[config.mk]
export PLATFORM = sky130hd
export DESIGN_NAME = charger_fault_supervisor
export DESIGN_NICKNAME = d
export VERILOG_FILES = /design/src/rtl/charger_fault_supervisor.v
export VERILOG_INCLUDE_DIRS = /design/src /design/src/shared
export SDC_FILE = /design/constraint.sdc
export NUM_CORES = 1
export LEC_CHECK = 0
export BUFFER_PORTS_ARGS = -buffer_cell sky130_fd_sc_hd__buf_2
export CAP_MARGIN = 20
export CORE_MARGIN = 5
export CORE_UTILIZATION = 47
export CTS_CLUSTER_DIAMETER = 150
export CTS_CLUSTER_SIZE = 30
export DETAILED_ROUTE_END_ITERATION = 10
export MAX_ROUTING_LAYER = met4
export PLACE_DENSITY = 0.67
export SETUP_SLACK_MARGIN = 0.2
export SLEW_MARGIN = 20
export SYNTH_ARGS = -nofsm -noshare
export SYNTH_HDL_FRONTEND = slang
export SYNTH_SLANG_ARGS = --single-unit
[constraint.sdc]
create_clock -name clk_i -period 2.4 [get_ports clk_i]
set_clock_uncertainty 0.2 [all_clocks]
set_input_delay 0 -clock clk_i [delete_from_list [all_inputs] [get_ports clk_i]]
set_output_delay 0 -clock clk_i [all_outputs]
set_load 0.05 [all_outputs]
[src/shared/charger_supervisor_defines.vh]
// Constants for the charger fault supervisor: status codes, timer counts
// and clock switchover figures. Definitions only; included by bare name.
`ifndef CHARGER_SUPERVISOR_DEFINES_VH
`define CHARGER_SUPERVISOR_DEFINES_VH

// Status pair codes {status_out_b, status_out_a}, 1 = released
`define CODE_OFF        2'b11
`define CODE_CHARGING   2'b10
`define CODE_FLOAT      2'b00
`define CODE_FAULT      2'b01

// Absorption timer length in timer oscillator cycles
`define ABS_TIMER_CYCLES 32'h001f_ffff
// Precharge timeout is one eighth of the absorption timeout
`define PCHG_SHIFT       3

// External clock confirmation window, internal oscillator cycles
`define SYNC_CONFIRM_CYCLES 112
// Allowed external clock window, percent of nominal
`define SYNC_TOL_PCT        10
// Halt lengths in switching periods
`define HALT_TO_EXT_PERIODS 2
`define HALT_TO_INT_PERIODS 10

`endif

[src/rtl/charger_fault_supervisor.v]
// Charger state sequencing, fault latching and status pin encoding.
// Analog comparisons arrive as synchronous one-bit inputs; oscillator ticks
// arrive as one-cycle enable pulses on clk_i.
`timescale 1ns/10ps
`include "charger_supervisor_defines.vh"

module charger_fault_supervisor #(
  parameter TIMER_W    = 32,
  parameter ABS_CYCLES = `ABS_TIMER_CYCLES,
  parameter CNT_W      = 8
) (
  input  wire       clk_i,
  input  wire       arst_n_i,
  input  wire       charge_enable_i,
  input  wire       powerup_check_done_i,
  input  wire       freq_set_short_i,
  input  wire       gate_input_short_i,
  input  wire       timer_cap_fault_i,
  input  wire       ref_short_i,
  input  wire       ref_in_window_i,
  input  wire       gate_good_i,
  input  wire       feedback_low_i,
  input  wire       timer_disabled_i,
  input  wire       timer_tick_i,
  input  wire       deep_discharge_above_i,
  input  wire       deep_discharge_ok_i,
  input  wire       cv_reached_i,
  input  wire       taper_reached_i,
  input  wire       temp_low_i,
  input  wire       temp_high_i,
  input  wire       ext_supply_above_high_i,
  input  wire       ext_supply_below_low_i,
  input  wire       int_osc_tick_i,
  input  wire       ext_clk_rise_i,
  input  wire       ext_clk_in_window_i,
  input  wire       sw_period_start_i,
  input  wire       peak_current_over_i,
  input  wire       junction_over_160_i,
  input  wire       junction_cooled_i,
  output wire       status_out_a_o,
  output wire       status_out_a_oe_o,
  output wire       status_out_b_o,
  output wire       status_out_b_oe_o,
  output wire       input_protect_gate_o,
  output wire       high_side_gate_o,
  output wire       switching_enable_o,
  output reg        use_ext_clock_o,
  output reg        external_regulator_o,
  output wire       internal_regulator_o,
  output reg        thermal_shutdown_o,
  output reg        faulty_battery_o,
  output wire       charge_suspended_o,
  output reg  [2:0] charge_state_o
);

  // One-hot charger states
  localparam [5:0] ST_OFF   = 6'h01;
  localparam [5:0] ST_PCHG  = 6'h02;
  localparam [5:0] ST_CC    = 6'h04;
  localparam [5:0] ST_ABS   = 6'h08;
  localparam [5:0] ST_FLOAT = 6'h10;
  localparam [5:0] ST_FAULT = 6'h20;

  // One-hot clock source states
  localparam [2:0] CK_INT  = 3'h1;
  localparam [2:0] CK_HALT = 3'h2;
  localparam [2:0] CK_EXT  = 3'h4;

  localparam [TIMER_W-1:0] ABS_LIMIT  = ABS_CYCLES;
  localparam [TIMER_W-1:0] PCHG_LIMIT = ABS_LIMIT >> `PCHG_SHIFT;
  localparam [CNT_W-1:0] SYNC_N    = `SYNC_CONFIRM_CYCLES;
  localparam [CNT_W-1:0] HALT_EXT  = `HALT_TO_EXT_PERIODS;
  localparam [CNT_W-1:0] HALT_INT  = `HALT_TO_INT_PERIODS;
  localparam [CNT_W-1:0] ONE       = 1;

  reg  [5:0]         state;
  reg  [5:0]         next_state;
  reg  [TIMER_W-1:0] timer;
  reg                suspended;
  reg                powerup_seen;
  reg                timer_reset;
  reg  [2:0]         ck_state;
  reg  [CNT_W-1:0]   osc_cnt;
  reg  [CNT_W-1:0]   halt_cnt;
  reg                ext_seen;
  reg                halt_to_ext;
  reg                ext_confirmed;
  reg                over_cycle;

  wire temp_bad = temp_low_i | temp_high_i;
  wire charging = |(state & (ST_PCHG | ST_CC | ST_ABS | ST_FLOAT));
  wire boot_fault = freq_set_short_i | gate_input_short_i |
                    timer_cap_fault_i | ref_short_i;
  wire run_fault  = ~ref_in_window_i | ~gate_good_i;
  wire dd_fault   = deep_discharge_ok_i == 1'b0 &&
                    (state == ST_ABS || state == ST_FLOAT);
  wire pchg_tmo   = state == ST_PCHG && !timer_disabled_i &&
                    timer > PCHG_LIMIT;
  wire abs_tmo    = !timer_disabled_i && timer > ABS_LIMIT;
  wire any_fault  = (!powerup_seen && powerup_check_done_i && boot_fault) |
                    (powerup_seen && (run_fault | feedback_low_i)) |
                    pchg_tmo | dd_fault;

  // Charger state decision
  always @* begin
    next_state  = state;
    timer_reset = 1'b0;
    case (state)
      ST_OFF: begin
        if (powerup_check_done_i && boot_fault)
          next_state = ST_FAULT;
        else if (powerup_check_done_i && charge_enable_i)
          next_state = ST_PCHG;
      end
      ST_PCHG: begin
        if (any_fault)
          next_state = ST_FAULT;
        else if (!suspended && deep_discharge_above_i) begin
          next_state  = ST_CC;
          timer_reset = 1'b1;
        end
      end
      ST_CC: begin
        if (any_fault)
          next_state = ST_FAULT;
        else if (!suspended && cv_reached_i)
          next_state = ST_ABS;
      end
      ST_ABS: begin
        if (any_fault)
          next_state = ST_FAULT;
        else if (!suspended && (taper_reached_i || abs_tmo)) begin
          next_state  = ST_FLOAT;
          timer_reset = 1'b1;
        end
      end
      ST_FLOAT: begin
        if (any_fault)
          next_state = ST_FAULT;
      end
      ST_FAULT: next_state = ST_FAULT;
      default:  next_state = ST_FAULT;
    endcase
  end

  // State, suspend flag and charge timer
  always @(posedge clk_i or negedge arst_n_i) begin
    if (!arst_n_i) begin
      state        <= ST_OFF;
      suspended    <= 1'b0;
      timer        <= {TIMER_W{1'b0}};
      powerup_seen <= 1'b0;
    end else begin
      state <= next_state;
      if (powerup_check_done_i)
        powerup_seen <= 1'b1;
      // Suspend tracks temperature; prior state is kept
      suspended <= charging && next_state != ST_FAULT && temp_bad;
      if (timer_reset || next_state == ST_FAULT)
        timer <= {TIMER_W{1'b0}};
      else if (timer_tick_i && !temp_bad && !suspended &&
               (state == ST_PCHG || state == ST_ABS))
        timer <= timer + 1'b1;
    end
  end

  // Status pins: oe high pulls the open-drain pin low
  assign status_out_a_oe_o = charging & ~suspended;
  assign status_out_b_oe_o = (state == ST_FLOAT && !suspended) |
                             state == ST_FAULT | suspended;
  assign status_out_a_o    = 1'b0;
  assign status_out_b_o    = 1'b0;
  assign charge_suspended_o = suspended;

  // Coded state for observation
  always @* begin
    case (state)
      ST_OFF:   charge_state_o = 3'h0;
      ST_PCHG:  charge_state_o = 3'h1;
      ST_CC:    charge_state_o = 3'h2;
      ST_ABS:   charge_state_o = 3'h3;
      ST_FLOAT: charge_state_o = 3'h4;
      default:  charge_state_o = 3'h5;
    endcase
  end

  // Faulty battery flag, held with the latched fault
  always @(posedge clk_i or negedge arst_n_i) begin
    if (!arst_n_i)
      faulty_battery_o <= 1'b0;
    else if (pchg_tmo && state == ST_PCHG)
      faulty_battery_o <= 1'b1;
  end

  // Regulator select with hysteresis
  always @(posedge clk_i or negedge arst_n_i) begin
    if (!arst_n_i)
      external_regulator_o <= 1'b0;
    else if (ext_supply_above_high_i)
      external_regulator_o <= 1'b1;
    else if (ext_supply_below_low_i)
      external_regulator_o <= 1'b0;
  end
  assign internal_regulator_o = ~external_regulator_o;

  // Thermal shutdown with automatic restart
  always @(posedge clk_i or negedge arst_n_i) begin
    if (!arst_n_i)
      thermal_shutdown_o <= 1'b0;
    else if (junction_over_160_i)
      thermal_shutdown_o <= 1'b1;
    else if (junction_cooled_i)
      thermal_shutdown_o <= 1'b0;
  end

  // External clock confirmation over internal oscillator cycles
  always @(posedge clk_i or negedge arst_n_i) begin
    if (!arst_n_i) begin
      osc_cnt       <= {CNT_W{1'b0}};
      ext_seen      <= 1'b1;
      ext_confirmed <= 1'b0;
    end else if (int_osc_tick_i) begin
      if (osc_cnt == SYNC_N - ONE) begin
        osc_cnt       <= {CNT_W{1'b0}};
        ext_confirmed <= ext_seen | ext_clk_rise_i;
        ext_seen      <= 1'b1;
      end else begin
        osc_cnt  <= osc_cnt + ONE;
        ext_seen <= ext_seen & ext_clk_rise_i;
      end
    end else if (!ext_clk_rise_i && osc_cnt == {CNT_W{1'b0}}) begin
      ext_seen <= ext_seen;
    end
  end

  // Clock source switchover with halt periods
  always @(posedge clk_i or negedge arst_n_i) begin
    if (!arst_n_i) begin
      ck_state    <= CK_INT;
      halt_cnt    <= {CNT_W{1'b0}};
      halt_to_ext <= 1'b0;
      use_ext_clock_o <= 1'b0;
    end else begin
      case (ck_state)
        CK_INT: begin
          if (ext_confirmed && ext_clk_in_window_i) begin
            ck_state    <= CK_HALT;
            halt_cnt    <= HALT_EXT;
            halt_to_ext <= 1'b1;
          end
        end
        CK_EXT: begin
          if (!ext_confirmed || !ext_clk_in_window_i) begin
            ck_state        <= CK_HALT;
            halt_cnt        <= HALT_INT;
            halt_to_ext     <= 1'b0;
            use_ext_clock_o <= 1'b0;
          end
        end
        CK_HALT: begin
          if (sw_period_start_i) begin
            if (halt_cnt == ONE) begin
              ck_state        <= halt_to_ext ? CK_EXT : CK_INT;
              use_ext_clock_o <= halt_to_ext;
            end
            halt_cnt <= halt_cnt - ONE;
          end
        end
        default: ck_state <= CK_INT;
      endcase
    end
  end

  // Per-cycle overcurrent, cleared each switching period
  always @(posedge clk_i or negedge arst_n_i) begin
    if (!arst_n_i)
      over_cycle <= 1'b0;
    else if (sw_period_start_i)
      over_cycle <= 1'b0;
    else if (peak_current_over_i)
      over_cycle <= 1'b1;
  end

  // Switching permitted only when charging and not halted
  assign switching_enable_o = charging & ~suspended & ~thermal_shutdown_o &
                              ck_state != CK_HALT;
  assign high_side_gate_o   = switching_enable_o & ~over_cycle &
                              ~peak_current_over_i;
  assign input_protect_gate_o = state != ST_FAULT &&
                                !thermal_shutdown_o;

endmodule

==> flow_summary.toml <==
[place]
pre_cts_ws_ps = 88.4
gp_congestion = 0.958
io_buffers = 41
hpwlAfterDp_um = 5850

[pwr]
ir_drop_mv = 0.409
p_clk_frac = 0.406
power.total_w = 0.00249
p_per_area_nw_per_um2 = 548
p_comb_frac = 0.089
seqPwrFrac = 0.506
leakage_nw = 1.99
switching_power_w = 0.000609
p_int_w = 0.00188
swShare = 0.245

[cts]
cts_buffer_depth = 2
h-tree-depth = 3
numCtsBuffers = 9
clk_pin_slew_ps = 70
cts-root-buf = "clkbuf_8"
clkSinkCount = 67
cts_tree = "yes"
post-cts-setup-buffers = 0
clock_latency_ps = 340

[timing]
fmax_ghz = 0.436
finalHoldViolCount = 0
min_period_ps = 2300
period_share = 0.956
slew-limit-headroom = 0.497
rsz0062_at_grt = "true"
drv_slew = 0
timing.hold.ws_ps = 43.9
fin_ws_ps = 104
setup_violations = 0
tightest_slew_ps = 749
tns_ps = 0

[drt]
first_pass_iters = 4
drc_errors = 0
wl_um = 8470
dr.first_iter.drc_count = 187
vias = 3124
routedWlPerCell_um = 14.7
viasPerCell = 5.40
ant_nets = 0

[cells_and_area]
antennaDiodeCount = 0
nNetsFinal = 503
final_common_cell = "dfrtp_1"
mostFrequentLayoutCells = "dfrtp_1, nor2_1, nand2_1, buf_2, xor2_1"
post_route_cells_drive_above_1_share = 0.195
multi_input_area_um2 = 1870
n_fill_cell = 678
area_growth_pct = 23.9
final-seq-area_um2 = 1690

[grt]
grt_max_degree = 36
grt_pass1_vias = 3196
grt_pass1_wl_um = 14600
antenna_found_initial = 0
grt.total_usage = 0.191
grt-ovfl-total = 0

[critical_path]
crit_required_ps = 2430
crit_type = "flip-flop to flip-flop"
cpLargestDelayFamily = "simple AND/OR/NAND/NOR gates"
critPathSlowestCell = "or4_1"
max_stage_delay_ps = 480
critPathArrivalTime_ps = 2320
crit_path_end_kind = "flip-flop"
path_max_fanout = 32
startpoint_type = "flip-flop"
critPathBufInv = 2
path_cells = "buf_4, or4_1, a211o_1, a21o_1, nand3b_1, buf_12, nor2_1"

[floorplanning]
boundaryPins = 44
die-area_um2 = 9650
coreArea_um2 = 7650
row_count = 32
die_w_um = 98.3
die_h_um = 98.3
initial_core_util = 0.479

[job]
cap_viol_max_count = 0

[yosys]
synthFlopType = "dfrtp_1"
synth_area_um2 = 3660
synth_cell_types = 57
async_reset_ff_frac = 1.00
synth-seq-cells = 67
synth_edf_count = 0
ys_seq_area_frac = 0.459
synth_cells = 395
yosys_warnings = 0
syn_avg_cell_area_um2 = 9.27

[min_path]
min_path_type = "input port to flip-flop"

[outcome]
outcome = "completed"
[metrics by stage]
step,utilization,cell area [um^2],std cells
2_1_floorplan,-,3700,396
3_3_place_gp,0.529,4050,536
3_5_place_dp,0.529,4050,536
4_1_cts,0.591,4520,578
5_1_grt,0.593,4540,578
6_report,0.593,4540,578
[cell usage after synthesis (4+ instances only)]
cell       n  area [um^2]
a21o_1     4         30.0
a21oi_1   11         55.1
and3_1     9         56.3
buf_2      5         25.0
clkbuf_1   8         30.0
dfrtp_1   64         1600
ha_1       4         50.1
inv_1      8         30.0
mux2i_1    4         40.0
nand2_1   40          150
nand2b_1   7         43.8
nand3_1   23          115
nand4_1   14         87.6
nor2_1    55          206
nor2b_1    4         25.0
nor3_1    11         55.1
nor4_1     7         43.8
o21ai_0   17         85.1
xnor2_1   11         96.3
xor2_1    30          263
[logic make-up after synthesis]
family | Yosys count | share of synthesized area
AO/OA/AOI/OAI | 51 | 0.0885
adder cells (fa/ha/maj) | 4 | 0.0137
other | 1 | 0.00102
buffers and inverters | 29 | 0.0414
multiplexers | 5 | 0.0140
flip-flops | 67 | 0.459
AND/OR/NAND/NOR | 197 | 0.284
XOR/XNOR | 41 | 0.0981
[sequential cells by signal, indices dropped and copies added (netlist names), 3 cells and up]
signal,count
timer,32
halt_cnt,8
osc_cnt,8
state,6
ck_state,3
[power groups by stage]
stage	sequential, W	combinational, W	clock, W
detailed placement	0.00128	0.000191	0
global route	0.00126	0.000251	0.00109
CTS	0.00125	0.000221	0.00103
finish	0.00126	0.000221	0.00101
floorplan	0.00127	0.000111	0
global placement	0.00127	0.000184	0
[final timing paths]
path | startpoint | to | slack (ps) | cells after the start
min in group asynchronous | arst_n_i | halt_cnt[0]$_DFFE_PN0P_ | 50 | 3
max in group asynchronous | arst_n_i | state[4]$_DFF_PN0_ | 1400 | 3
min | temp_high_i | timer[0]$_DFFE_PN0P_ | 40 | 5
min reg2reg | faulty_battery_o$_DFFE_PN0P_ | faulty_battery_o$_DFFE_PN0P_ | 290 | 1
max | state[3]$_DFF_PN0_ | timer[0]$_DFFE_PN0P_ | 100 | 7
max reg2reg | state[3]$_DFF_PN0_ | timer[0]$_DFFE_PN0P_ | 100 | 7
[layout make-up]
cell class,instances,area share
inverters,10,0.00883
flip-flops and latches,67,0.372
repair buffers,83,0.132
clock inverters,5,0.0171
well taps,102,0.0281
multi-input cells,300,0.413
clock buffers,11,0.0290
[what timing repair did]
item / CTS / global route
gates cloned: 0 / 0
endpoints found under the setup margin: 32 / 36
hold endpoints to repair: 95 / 0
gates resized for setup: 2 / 5
hold buffers: 26 / 0
[metal layers]
| metal | part of all wire | global-route usage | vias up |
|---|---|---|---|
| li1 | - | - | 1523 |
| met1 | 0.44 | 0.230 | 1520 |
| met2 | 0.50 | 0.312 | 69 |
| met3 | 0.046 | 0.0457 | 12 |
| met4 | 0.019 | 0.0767 | 0 |
| met5 | 0 | - | - |
[worst reg2reg max path, cell delays in order (launching register included)]
cell,delay (ps)
dfrtp_1,420
buf_4,190
or4_1,480
a211o_1,310
a21o_1,190
nand3b_1,130
buf_12,200
nor2_1,70
Power figures use the tool's default switching activity.
